$ cat config.mk
export PLATFORM = sky130hd
export DESIGN_NAME = swdbg_core
export DESIGN_NICKNAME = d
export VERILOG_FILES = /design/src/core/swdbg_pkg.sv /design/src/core/swdbg_bitio.sv /design/src/core/swdbg_core.sv
export SDC_FILE = /design/constraint.sdc
export NUM_CORES = 1
export LEC_CHECK = 0
export BUFFER_PORTS_ARGS = -buffer_cell sky130_fd_sc_hd__buf_2
export CORE_MARGIN = 5
export CORE_UTILIZATION = 35
export CTS_CLUSTER_SIZE = 12
export DETAILED_ROUTE_END_ITERATION = 10
export PLACE_DENSITY = 0.6
export SETUP_SLACK_MARGIN = 0.4
export SYNTH_ARGS = -nofsm -noshare
export SYNTH_HDL_FRONTEND = slang
export SYNTH_SLANG_ARGS = --single-unit
$ cat constraint.sdc
create_clock -name mclk -period 3.4 [get_ports mclk]
set_input_delay 0.34 -clock mclk [delete_from_list [all_inputs] [get_ports mclk]]
set_output_delay 0.34 -clock mclk [all_outputs]
set_load 0.01 [all_outputs]
$ cat src/core/swdbg_pkg.sv
package swdbg_pkg;

    // Bit timing, timeout, steal and stall delays, all in bus-clock cycles
    localparam int unsigned BIT_CYCLES   = 16;
    localparam int unsigned SAMPLE_AT    = 10;
    localparam int unsigned SPEEDUP_AT   = 7;
    localparam int unsigned ZERO_LOW     = 13;
    localparam int unsigned SPEEDUP_LEN  = 1;
    localparam int unsigned TIMEOUT_CYC  = 512;
    localparam int unsigned STEAL_AFTER  = 128;
    localparam int unsigned IGNORE_DLY   = 4;

    localparam logic [4:0] CNT_SAMPLE  = 5'(SAMPLE_AT);
    localparam logic [4:0] CNT_ONE_HI  = 5'(SPEEDUP_AT - 1);
    localparam logic [4:0] CNT_ONE_REL = 5'(SPEEDUP_AT + SPEEDUP_LEN - 1);
    localparam logic [4:0] CNT_ZERO_HI = 5'(ZERO_LOW - 1);
    localparam logic [4:0] CNT_ZERO_RL = 5'(ZERO_LOW + SPEEDUP_LEN - 1);
    localparam logic [4:0] CNT_LAST    = 5'(BIT_CYCLES - 1);
    localparam logic [9:0] IDLE_LAST   = 10'(TIMEOUT_CYC - 1);
    localparam logic [7:0] STEAL_LAST  = 8'(STEAL_AFTER - 1);
    localparam logic [2:0] IGN_LAST    = 3'(IGNORE_DLY - 1);

    // Command opcodes
    localparam logic [7:0] OP_BACKGROUND = 8'h90;
    localparam logic [7:0] OP_DBG_RD_B   = 8'hE4;
    localparam logic [7:0] OP_DBG_RD_W   = 8'hEC;
    localparam logic [7:0] OP_RD_B       = 8'hE0;
    localparam logic [7:0] OP_RD_W       = 8'hE8;
    localparam logic [7:0] OP_DBG_WR_B   = 8'hC4;
    localparam logic [7:0] OP_DBG_WR_W   = 8'hCC;
    localparam logic [7:0] OP_WR_B       = 8'hC0;
    localparam logic [7:0] OP_WR_W       = 8'hC8;

    // Debug map and status byte
    localparam logic [15:0] STATUS_ADDR  = 16'hFF01;
    localparam logic [15:0] DBG_REG_TOP  = 16'hFF06;
    localparam logic [15:0] DBG_MAP_BASE = 16'hFF00;
    localparam int unsigned ENA_BIT      = 7;
    localparam int unsigned ACT_BIT      = 6;
    localparam logic [7:0]  STATUS_RST   = 8'h00;

    localparam logic [3:0] BITS_OP   = 4'h7;
    localparam logic [3:0] BITS_WORD = 4'hF;

    typedef enum logic [5:0] {
        ST_OPCODE = 6'b000001,
        ST_ADDR   = 6'b000010,
        ST_WDATA  = 6'b000100,
        ST_WAIT   = 6'b001000,
        ST_ACCESS = 6'b010000,
        ST_RDATA  = 6'b100000
    } swdbg_state_t;

endpackage : swdbg_pkg

$ cat src/core/swdbg_bitio.sv
`timescale 1ns/1ps
`default_nettype none

module swdbg_bitio (
    input  wire logic mclk,
    input  wire logic rst,
    input  wire logic pin_in,
    input  wire logic tx_en,
    input  wire logic tx_bit,
    output var  logic pin_out,
    output var  logic pin_oe,
    output var  logic rx_valid,
    output var  logic rx_bit,
    output var  logic timeout
);

    logic       sync1_q;
    logic       sync2_q;
    logic       sync3_q;
    logic       busy_q;
    logic [4:0] cnt_q;
    logic       txm_q;
    logic       txb_q;
    logic [9:0] idle_q;
    logic       idle_sat_q;
    logic       fall;

    // First stage feeds only the second
    always_ff @(posedge mclk or posedge rst) begin
        if (rst) begin
            sync1_q <= 1'b1;
            sync2_q <= 1'b1;
            sync3_q <= 1'b1;
        end else begin
            sync1_q <= pin_in;
            sync2_q <= sync1_q;
            sync3_q <= sync2_q;
        end
    end

    assign fall = sync3_q & ~sync2_q;

    always_ff @(posedge mclk or posedge rst) begin
        if (rst) begin
            busy_q <= 1'b0;
            cnt_q  <= 5'h00;
            txm_q  <= 1'b0;
            txb_q  <= 1'b0;
        end else if (fall) begin
            busy_q <= 1'b1;
            cnt_q  <= 5'h00;
            txm_q  <= tx_en;
            txb_q  <= tx_bit;
        end else if (busy_q) begin
            cnt_q  <= cnt_q + 5'h01;
            busy_q <= (cnt_q != swdbg_pkg::CNT_LAST);
        end
    end

    // Pin drive: low for a zero, brief high speed-up in both cases
    always_ff @(posedge mclk or posedge rst) begin
        if (rst) begin
            pin_oe  <= 1'b0;
            pin_out <= 1'b1;
        end else if (fall) begin
            pin_oe  <= tx_en & ~tx_bit;
            pin_out <= 1'b0;
        end else if (busy_q && txm_q && !txb_q) begin
            if (cnt_q == swdbg_pkg::CNT_ZERO_HI) begin
                pin_out <= 1'b1;
            end else if (cnt_q == swdbg_pkg::CNT_ZERO_RL) begin
                pin_oe  <= 1'b0;
            end
        end else if (busy_q && txm_q && txb_q) begin
            if (cnt_q == swdbg_pkg::CNT_ONE_HI) begin
                pin_oe  <= 1'b1;
                pin_out <= 1'b1;
            end else if (cnt_q == swdbg_pkg::CNT_ONE_REL) begin
                pin_oe  <= 1'b0;
            end
        end
    end

    always_ff @(posedge mclk or posedge rst) begin
        if (rst) begin
            rx_valid <= 1'b0;
            rx_bit   <= 1'b0;
        end else begin
            rx_valid <= busy_q && !fall && (cnt_q == swdbg_pkg::CNT_SAMPLE);
            if (busy_q && !fall && cnt_q == swdbg_pkg::CNT_SAMPLE) begin
                rx_bit <= sync2_q;
            end
        end
    end

    // Saturate so one silence gives one timeout pulse
    always_ff @(posedge mclk or posedge rst) begin
        if (rst) begin
            idle_q     <= 10'h000;
            idle_sat_q <= 1'b0;
            timeout    <= 1'b0;
        end else begin
            timeout <= 1'b0;
            if (fall) begin
                idle_q     <= 10'h000;
                idle_sat_q <= 1'b0;
            end else if (!idle_sat_q) begin
                idle_q <= idle_q + 10'h001;
                if (idle_q == swdbg_pkg::IDLE_LAST) begin
                    idle_sat_q <= 1'b1;
                    timeout    <= 1'b1;
                end
            end
        end
    end

endmodule : swdbg_bitio

`default_nettype wire

$ cat src/core/swdbg_core.sv
`timescale 1ns/1ps
`default_nettype none

module swdbg_core (
    input  wire logic        mclk,
    input  wire logic        rst,
    input  wire logic        debug_wire_pin_in,
    output var  logic        debug_wire_pin_out,
    output var  logic        debug_wire_pin_oe,
    input  wire logic        special_single_chip,
    input  wire logic        instr_boundary,
    input  wire logic        tag_hit,
    input  wire logic        halt_to_debug_instruction,
    input  wire logic        firmware_exit,
    input  wire logic        bus_idle,
    input  wire logic        acc_done,
    input  wire logic [15:0] acc_rdata,
    output var  logic        acc_req_q,
    output var  logic [15:0] acc_addr_q,
    output var  logic        acc_write_q,
    output var  logic [1:0]  acc_lane_q,
    output var  logic [15:0] acc_wdata_q,
    output var  logic        acc_debug_map_q,
    output var  logic        cpu_freeze_q,
    output var  logic        cpu_stall_q,
    output var  logic        debug_wire_pin_active_q,
    output var  logic        debug_map_q,
    output var  logic        firmware_enable_bit,
    output var  logic [7:0]  fw_opcode_q,
    output var  logic        fw_cmd_q
);

    // Opcode classes
    function automatic logic op_is_access(input logic [7:0] op);
        case (op)
            swdbg_pkg::OP_DBG_RD_B, swdbg_pkg::OP_DBG_RD_W,
            swdbg_pkg::OP_RD_B,     swdbg_pkg::OP_RD_W,
            swdbg_pkg::OP_DBG_WR_B, swdbg_pkg::OP_DBG_WR_W,
            swdbg_pkg::OP_WR_B,     swdbg_pkg::OP_WR_W: op_is_access = 1'b1;
            default:                                    op_is_access = 1'b0;
        endcase
    endfunction : op_is_access

    function automatic logic op_is_write(input logic [7:0] op);
        op_is_write = ~op[5];
    endfunction : op_is_write

    function automatic logic op_is_word(input logic [7:0] op);
        op_is_word = op[3];
    endfunction : op_is_word

    function automatic logic op_in_dbg_map(input logic [7:0] op);
        op_in_dbg_map = op[2];
    endfunction : op_in_dbg_map

    swdbg_pkg::swdbg_state_t state_q;

    logic        pin_out;
    logic        pin_oe;
    logic        rx_valid;
    logic        rx_bit;
    logic        timeout;
    logic [7:0]  opcode_q;
    logic [15:0] shift_q;
    logic [3:0]  bitcnt_q;
    logic [7:0]  steal_q;
    logic        stole_q;
    logic        bg_pend_q;
    logic [2:0]  ign_q;
    logic        init_q;
    logic [15:0] shift_in;
    logic        bit_last;
    logic        status_hit;
    logic        act_ok;
    logic        act_bad;
    logic [7:0]  status_rd;

    swdbg_bitio u_bitio (
        .mclk     (mclk),
        .rst      (rst),
        .pin_in   (debug_wire_pin_in),
        .tx_en    (state_q == swdbg_pkg::ST_RDATA),
        .tx_bit   (shift_q[15]),
        .pin_out  (pin_out),
        .pin_oe   (pin_oe),
        .rx_valid (rx_valid),
        .rx_bit   (rx_bit),
        .timeout  (timeout)
    );

    assign shift_in = {shift_q[14:0], rx_bit};
    assign bit_last = (state_q == swdbg_pkg::ST_OPCODE) ?
                      (bitcnt_q == swdbg_pkg::BITS_OP) :
                      (bitcnt_q == swdbg_pkg::BITS_WORD);
    assign status_hit = acc_debug_map_q &&
                        (acc_addr_q == swdbg_pkg::STATUS_ADDR);
    assign status_rd = {firmware_enable_bit, debug_wire_pin_active_q, 6'h00};

    // Activation sources; bad ones only stall the CPU briefly
    assign act_ok  = firmware_enable_bit &&
                     ((bg_pend_q && instr_boundary) || tag_hit ||
                      halt_to_debug_instruction);
    assign act_bad = !firmware_enable_bit && !debug_wire_pin_active_q &&
                     (halt_to_debug_instruction || tag_hit);

    // Pin driver outputs registered again to keep one timing point
    always_ff @(posedge mclk or posedge rst) begin
        if (rst) begin
            debug_wire_pin_out <= 1'b1;
            debug_wire_pin_oe  <= 1'b0;
        end else begin
            debug_wire_pin_out <= pin_out;
            debug_wire_pin_oe  <= pin_oe;
        end
    end

    // Serial command sequencer
    always_ff @(posedge mclk or posedge rst) begin
        if (rst) begin
            state_q  <= swdbg_pkg::ST_OPCODE;
            opcode_q <= 8'h00;
            shift_q  <= 16'h0000;
            bitcnt_q <= 4'h0;
        end else if (timeout) begin
            state_q  <= swdbg_pkg::ST_OPCODE;
            opcode_q <= 8'h00;
            bitcnt_q <= 4'h0;
        end else begin
            case (state_q)
                swdbg_pkg::ST_OPCODE,
                swdbg_pkg::ST_ADDR,
                swdbg_pkg::ST_WDATA: begin
                    if (rx_valid) begin
                        shift_q  <= shift_in;
                        bitcnt_q <= bit_last ? 4'h0 : bitcnt_q + 4'h1;
                    end
                    if (rx_valid && bit_last) begin
                        if (state_q == swdbg_pkg::ST_OPCODE) begin
                            opcode_q <= shift_in[7:0];
                            state_q  <= op_is_access(shift_in[7:0]) ?
                                        swdbg_pkg::ST_ADDR :
                                        swdbg_pkg::ST_OPCODE;
                        end else if (state_q == swdbg_pkg::ST_ADDR) begin
                            state_q <= op_is_write(opcode_q) ?
                                       swdbg_pkg::ST_WDATA :
                                       swdbg_pkg::ST_WAIT;
                        end else begin
                            state_q <= swdbg_pkg::ST_WAIT;
                        end
                    end
                end
                swdbg_pkg::ST_WAIT: begin
                    if (status_hit || bus_idle || stole_q) begin
                        state_q <= status_hit ? swdbg_pkg::ST_RDATA :
                                   swdbg_pkg::ST_ACCESS;
                    end
                    if (status_hit) begin
                        shift_q <= {8'h00, status_rd};
                        if (op_is_write(opcode_q)) begin
                            state_q <= swdbg_pkg::ST_OPCODE;
                        end
                    end
                end
                swdbg_pkg::ST_ACCESS: begin
                    if (acc_done) begin
                        shift_q <= acc_rdata;
                        state_q <= op_is_write(opcode_q) ?
                                   swdbg_pkg::ST_OPCODE :
                                   swdbg_pkg::ST_RDATA;
                    end
                end
                swdbg_pkg::ST_RDATA: begin
                    if (rx_valid) begin
                        shift_q  <= {shift_q[14:0], 1'b0};
                        bitcnt_q <= bit_last ? 4'h0 : bitcnt_q + 4'h1;
                        if (bit_last) begin
                            state_q <= swdbg_pkg::ST_OPCODE;
                        end
                    end
                end
                default: begin
                    state_q <= swdbg_pkg::ST_OPCODE;
                end
            endcase
        end
    end

    // Bus master side: address, lanes and data are latched once per access
    always_ff @(posedge mclk or posedge rst) begin
        if (rst) begin
            acc_addr_q      <= 16'h0000;
            acc_wdata_q     <= 16'h0000;
            acc_write_q     <= 1'b0;
            acc_lane_q      <= 2'b00;
            acc_debug_map_q <= 1'b0;
        end else if (rx_valid && bit_last) begin
            if (state_q == swdbg_pkg::ST_ADDR) begin
                acc_addr_q      <= shift_in;
                acc_write_q     <= op_is_write(opcode_q);
                acc_debug_map_q <= op_in_dbg_map(opcode_q);
                if (op_is_word(opcode_q)) begin
                    acc_lane_q <= 2'b11;
                end else begin
                    acc_lane_q <= shift_in[0] ? 2'b01 : 2'b10;
                end
            end else if (state_q == swdbg_pkg::ST_WDATA) begin
                acc_wdata_q <= shift_in;
            end
        end
    end

    // Idle-cycle search, steal after the limit, freeze for long accesses
    always_ff @(posedge mclk or posedge rst) begin
        if (rst) begin
            acc_req_q    <= 1'b0;
            steal_q      <= 8'h00;
            stole_q      <= 1'b0;
            cpu_freeze_q <= 1'b0;
        end else if (state_q == swdbg_pkg::ST_WAIT && !status_hit) begin
            if (bus_idle || stole_q) begin
                acc_req_q <= 1'b1;
            end else if (steal_q == swdbg_pkg::STEAL_LAST) begin
                stole_q      <= 1'b1;
                cpu_freeze_q <= 1'b1;
            end else begin
                steal_q <= steal_q + 8'h01;
            end
        end else if (state_q == swdbg_pkg::ST_ACCESS && !acc_done) begin
            // No answer in the granted cycle: hold the CPU until it comes
            acc_req_q    <= 1'b1;
            cpu_freeze_q <= 1'b1;
        end else begin
            acc_req_q    <= 1'b0;
            steal_q      <= 8'h00;
            stole_q      <= 1'b0;
            cpu_freeze_q <= 1'b0;
        end
    end

    // Enable bit: set after reset in special single-chip mode, else written by a debug-map write of status
    always_ff @(posedge mclk or posedge rst) begin
        if (rst) begin
            firmware_enable_bit <= swdbg_pkg::STATUS_RST[swdbg_pkg::ENA_BIT];
            init_q              <= 1'b0;
        end else begin
            init_q <= 1'b1;
            if (!init_q && special_single_chip) begin
                firmware_enable_bit <= 1'b1;
            end else if (state_q == swdbg_pkg::ST_WAIT && status_hit &&
                         acc_write_q && acc_lane_q[0]) begin
                firmware_enable_bit <= acc_wdata_q[swdbg_pkg::ENA_BIT];
            end
        end
    end

    // Background state and pending host request
    always_ff @(posedge mclk or posedge rst) begin
        if (rst) begin
            debug_wire_pin_active_q <= swdbg_pkg::STATUS_RST[swdbg_pkg::ACT_BIT];
            debug_map_q   <= 1'b0;
            bg_pend_q     <= 1'b0;
        end else begin
            if (state_q == swdbg_pkg::ST_OPCODE && rx_valid && bit_last &&
                shift_in[7:0] == swdbg_pkg::OP_BACKGROUND &&
                firmware_enable_bit) begin
                bg_pend_q <= 1'b1;
            end else if (act_ok || firmware_exit) begin
                bg_pend_q <= 1'b0;
            end
            if (!init_q && special_single_chip) begin
                debug_wire_pin_active_q <= 1'b1;
                debug_map_q   <= 1'b1;
            end else if (act_ok) begin
                debug_wire_pin_active_q <= 1'b1;
                debug_map_q   <= 1'b1;
            end else if (firmware_exit) begin
                debug_wire_pin_active_q <= 1'b0;
                debug_map_q   <= 1'b0;
            end
        end
    end

    // Refused activation holds the CPU a few cycles, then it carries on
    always_ff @(posedge mclk or posedge rst) begin
        if (rst) begin
            ign_q       <= 3'h0;
            cpu_stall_q <= 1'b0;
        end else if (act_bad) begin
            ign_q       <= 3'h0;
            cpu_stall_q <= 1'b1;
        end else if (cpu_stall_q) begin
            ign_q <= ign_q + 3'h1;
            if (ign_q == swdbg_pkg::IGN_LAST) begin
                cpu_stall_q <= 1'b0;
            end
        end
    end

    // Other opcodes go to the resident firmware, only while active
    always_ff @(posedge mclk or posedge rst) begin
        if (rst) begin
            fw_opcode_q <= 8'h00;
            fw_cmd_q    <= 1'b0;
        end else begin
            fw_cmd_q <= 1'b0;
            if (state_q == swdbg_pkg::ST_OPCODE && rx_valid && bit_last &&
                !op_is_access(shift_in[7:0]) &&
                shift_in[7:0] != swdbg_pkg::OP_BACKGROUND &&
                debug_wire_pin_active_q && !timeout) begin
                fw_opcode_q <= shift_in[7:0];
                fw_cmd_q    <= 1'b1;
            end
        end
    end

endmodule : swdbg_core

`default_nettype wire

# Yosys cells after proc, flatten, opt, wreduce, memory -nomap -nowiden
# Cells that the tools add are included.
[word_totals]
regBits = 125
input_bits = 26
out_inout_bits = 53
elab_cells = 247
[classes]
add_sub_neg = 5
eq_ne = 45
muxes = 84
bitwise = 7
n_reduce_logical = 69
[op_table]
columns = ["operator", "count"]
rows = [
  ["6-bit two-way mux", 14],
  ["8-bit equality test (second input constant)", 9],
  ["16-bit two-way mux", 4],
  ["16-bit case mux with 4 select lines", 1],
  ["1-bit two-way mux", 44],
  ["8-bit two-way mux", 4],
  ["4-bit two-way mux", 7],
  ["1-bit logical AND", 25],
  ["6-bit case mux with 4 select lines", 1],
  ["10-bit two-way mux", 2],
  ["2-bit nonzero test", 9],
  ["16-bit equality test (second input constant)", 1],
  ["5-bit by 4-bit equality test with 1-bit output (second input constant)", 3],
  ["3-bit by 2-bit != test with 1-bit output (second input constant)", 5],
  ["3-bit AND reduction", 5],
  ["2-bit != test (second input constant)", 7],
  ["10-bit by 1-bit adder with 10-bit output (second input constant)", 1],
  ["10-bit by 9-bit equality test with 1-bit output (second input constant)", 1],
  ["5-bit by 3-bit equality test with 1-bit output (second input constant)", 2],
  ["5-bit two-way mux", 2],
  ["1-bit zero test", 9],
  ["3-bit nonzero test", 3],
  ["8-bit by 1-bit adder with 8-bit output (second input constant)", 1],
  ["8-bit by 7-bit equality test with 1-bit output (second input constant)", 1],
  ["28 further kinds", 49],
]

# Logic depth before layout (Yosys ltp)
[logic_depth]
depth_word = 12
depth_mapped = 8

# Cells and area by module
# A second synthesis with hierarchy kept.
[unflattened]
cells_unflattened = 520
hier_area_um2 = 5880.6
[by_module_without_submodules]
columns = ["mod", "n_inst", "cells_per_inst", "area_each_um2", "seq_area_each_um2"]
rows = [
  ["swdbg_core", 1, 399, 4585.6, 2379.8],
  ["swdbg_bitio", 1, 121, 1295.0, 680.7],
]

# Least setup slack after synthesis
# OpenSTA, ideal clock, no wires.
[synth_timing]
kind = "reg-to-reg"
startpoint = "register state_q[5]"
endpoint = "register shift_q[0]"
arrival_time_ns = 2.356
t_required_ns = 3.275
slack_ns = 0.919
path_stages_with_launch = 8
synth_period_minus_slack_ns = 2.481
cell_sequence = "dfrtp_1 buf_6 or4_4 nor3_4 nor2_2 a2111oi_4 buf_6 mux2_4"
[synth_between]
elab_chain_cells = 4
word_cells_on_any_way = 14
[synth_lines]
columns = ["item", "line_no", "source"]
rows = [
  ["from (decl)", "swdbg_core.sv:56", "swdbg_pkg::swdbg_state_t state_q;"],
  ["from (signal assigned)", "swdbg_core.sv:120", "state_q <= swdbg_pkg::ST_OPCODE;"],
  ["from (signal assigned)", "swdbg_core.sv:125", "state_q <= swdbg_pkg::ST_OPCODE;"],
  ["from (signal assigned)", "swdbg_core.sv:140", "state_q <= op_is_access(shift_in[7:0]) ?"],
  ["6-bit by 2-bit equality test with 1-bit output (tied with other cells)", "swdbg_core.sv:129", "case (state_q)"],
  ["3-bit OR reduction", "swdbg_core.sv:129", ""],
  ["2-bit by 1-bit != test with 1-bit output (no line) / 4-bit nonzero test (equally long branches)", "-", ""],
  ["6-bit AND reduction (no line)", "-", ""],
  ["to (signal assigned)", "swdbg_core.sv:134", "shift_q <= shift_in;"],
  ["to (signal assigned)", "swdbg_core.sv:158", "shift_q <= {8'h00, status_rd};"],
  ["to (signal assigned)", "swdbg_core.sv:166", "shift_q <= acc_rdata;"],
  ["to (decl)", "swdbg_core.sv:64", "logic [15:0] shift_q;"],
]
# Several ways; a longest one is shown, not always the timed one.
# A chain may end at the register's enable or synchronous reset.

# Worst setup path after layout
[layout_timing]
startpoint = "register state_q[5]"
endpoint = "register shift_q[7]"
# Same word-level chain as after synthesis.

==> reports/results.tsv <==
stage	metric	value	unit
die	Core ar.	16400	um^2
timing	Final Max Tran Viols	0	
grt	first-pass GRT wire length	24000	um
setup_path	Critical Path Max Stage Delay	0.62	ns
flow_run	maxcap violations	0	
place	Cell Count Post-Placement	789	
synth	Area contributors post-synth	dfrtp_1 (50%), mux2_2 (9.5%), nor2_1 (3.1%), dfstp_2 (2.7%), mux2_4 (2.6%)	
die	Die ar.	19200	um^2
timing	setup_tns	0	ns
cts	Post-CTS Setup Inserts	0	
synth	Cells after Synth	507	
setup_path	Worst setup EP type	flip-flop	
layout	Post-Layout Cell Count	821	
detailed_routing	Vias/cell	5.33	
die	row count	47	
layout	design area	7020	um^2
place	DP Area	6420	um^2
layout	share of post-route cells with drive strength above 1	0.316	
timing	RSZ-0062 raised after global routing	false	
cts	post-cts sizing count	0	
setup_path	slowest CP cell	or4_4	
cts	CTS buffer count	17	
timing	worst slew pin tran	0.732	ns
timing	setup ws final	0.720	ns
setup_path	Critical Path Sink	shift_q[7]	
die	Chip Height	139	um
cts	Clock Latency Late Sink	0.42	ns
synth	fraction of registers with async set or reset after synthesis	1.00	
detailed_routing	DR vias	4379	
detailed_routing	DRT Pass-1 Iters	5	
setup_path	r2r endpoint	shift_q[7]	
power	LEAKAGE	3.40	nW
cts	hold buffer count at cts	0	
timing	Slew headroom	0.511	
synth	count of unique library cells instantiated by Yosys	62	
synth	Synth Net Count	543	
grt	GR Util All Layers	0.155	
place	number of port buffers	78	
die	Starting Density	0.353	
layout	Antenna Cells	0	
cts	clock buffer depth	2	
place	GP Congestion	0.858	
timing	Layout Skew	0.00872	ns
detailed_routing	Iter 0 DRT Violations	267	
timing	f_max	0.373	GHz
detailed_routing	Final Routed Wirelength	14300	um
layout	Layout area overhead	21.0	%
synth	Yosys top cell area share	0.501	
layout	layout filler cell count	1552	
setup_path	Reg2Reg Setup Slack	0.72	ns
synth	Mapped Area	5800	um^2
synth	Synth Flop Type	dfrtp_1	
setup_path	critical path class	reg2reg	
setup_path	CP required	3.70	ns
grt	initial antenna violation count	0	
setup_path	critical path peak fanout	16	
synth	top cells by count, synth	dfrtp_1 (116), mux2_2 (49), nor2_1 (48), nand2_1 (29), nand3_1 (18)	
place	post-DP HPWL	9990	um
setup_path	FF-to-FF path depth	6	
setup_path	worst r2r src	state_q[5]	
synth	Yosys reg bits	122	
power	Pwr Total	3.91	mW
power	worst vdd ir	0.324	mV
synth	sequential-to-total area share from yosys stat	0.528	
synth	Post-synth EDFFs	0	
cts	Clock Tree Root	clkbuf_16	
min_path	Hold Crit Class	in2reg	
detailed_routing	drt drc	0	
detailed_routing	post-route ant nets	0	
grt	largest net degree at the start of global routing	123	
setup_path	worst path arrival time	2.98	ns
setup_path	crit path from	state_q[5]	
layout	Layout Nets	624	
place	pre-CTS setup slack	0.749	ns
layout	area of the multi-input gates	2560	um^2
grt	vias in the first global route	4580	
synth	most frequent cell after synthesis	dfrtp_1	
synth	Syn Area/Cell	11.4	um^2
outcome	outcome	complete, no violations	
timing	final setup vio count	0	
synth	Warnings, synthesis	0	
setup_path	worst path cell trace	or4_4, nor3_4, nor2_2, a2111oi_4, buf_4, mux2_2	
grt	GR Overflow Total	0	
cts	Clock transition at path regs	0.05	ns
cts	H-tree Lvls	4	
cts	CTS tree	built	
timing	Final Cycle Share	0.788	
timing	final hold violations	0	
die	Die W	139	um
die	# IOs	79	
cts	Clock Sinks	122	
power	power density cells	557	nW/um^2
setup_path	Critical Path Start Type	flip-flop	
layout	Reg area	3060	um^2
detailed_routing	routed len/inst	17.5	um
synth	cell type with the largest total area after synthesis	dfrtp_1	
timing	Final min period	2.68	ns
-- per-stage QoR --
| stage | hold WS, ns | utilization |
|---|---|---|
| 3_3_place_gp | 0.354 | 0.391 |
| 4_1_cts | 0.00906 | 0.428 |
| 2_1_floorplan | 0.344 | - |
| 5_1_grt | 0.0103 | 0.428 |
| 6_report | 0.0239 | 0.428 |
| 3_5_place_dp | 0.350 | 0.391 |
-- metal layers --
layer,track usage,vias to the layer above,part of all wire
met1,0.189,2219,0.42
met3,0.0379,26,0.051
li1,-,1995,-
met2,0.256,139,0.50
met5,0,-,0
met4,0.0772,0,0.030
-- worst min-delay path by stage --
stage	from	end	slack, ns	depth (start not counted)
floorplan	debug_wire_pin_in	u_bitio.sync1_q	0.34	0
global placement	u_bitio.sync1_q	u_bitio.sync2_q	0.35	0
detailed placement	u_bitio.sync1_q	u_bitio.sync2_q	0.35	0
CTS	debug_wire_pin_in	u_bitio.sync1_q	0.009	1
global route	debug_wire_pin_in	u_bitio.sync1_q	0.01	1
finish	debug_wire_pin_in	u_bitio.sync1_q	0.02	1
-- registers in the layout, summed over array words and instances (netlist names), 2 cells and up --
register / flops
acc_addr_q: 16
acc_lane_q: 2
acc_wdata_q: 16
bitcnt_q: 4
fw_opcode_q: 8
ign_q: 3
opcode_q: 3
shift_q: 16
state_q: 6
steal_q: 8
u_bitio.cnt_q: 5
u_bitio.idle_q: 10
-- critical path: cells and delay by family, from the launching register on --
family,cells,cell delay (ns)
and+or+nand+nor,3,0.99
muxes,1,0.37
buffers and inverters,1,0.33
AOI/OAI and AO/OA,1,0.37
DFF,1,0.49
-- logic make-up (layout without fill, tap and decap cells) --
group / count (synthesis) / in the layout / synth area share
buf+inv: 40 / 134 / 0.0317
fa+ha+maj: 10 / 10 / 0.0216
other cells: 1 / 1 / 0.000647
flops: 122 / 122 / 0.528
xor+xnor: 19 / 19 / 0.0287
simple gates: 162 / 162 / 0.147
compound gates: 85 / 85 / 0.106
mux: 68 / 68 / 0.137
-- layout make-up --
cell class / instances / area share
timing repair buffer: 85 / 0.0649
inverter: 17 / 0.00963
clock buffer: 24 / 0.0686
sequential: 122 / 0.436
multi-input combinational: 345 / 0.365
clock inverter: 8 / 0.0168
tap: 220 / 0.0392
-- layout by cell type, fill, tap and decap left out, drive strengths merged, types with 7 or more instances in the layout --
master  count
a21oi      13
a22o       14
a31oi       9
buf        85
clkbuf     24
dfrtp     116
ha         10
inv        15
mux2       59
mux2i       9
nand2      30
nand3      18
nand4       8
nor2       49
nor3       11
o21ai      17
xnor2       7
xor2       12
-- where the power goes --
part	switching, mW	internal (mW)
Sequential	0.133	1.56
Combinational	0.196	0.185
Clock	0.630	1.20
Note: power is estimated with default switching activity, not from simulation.
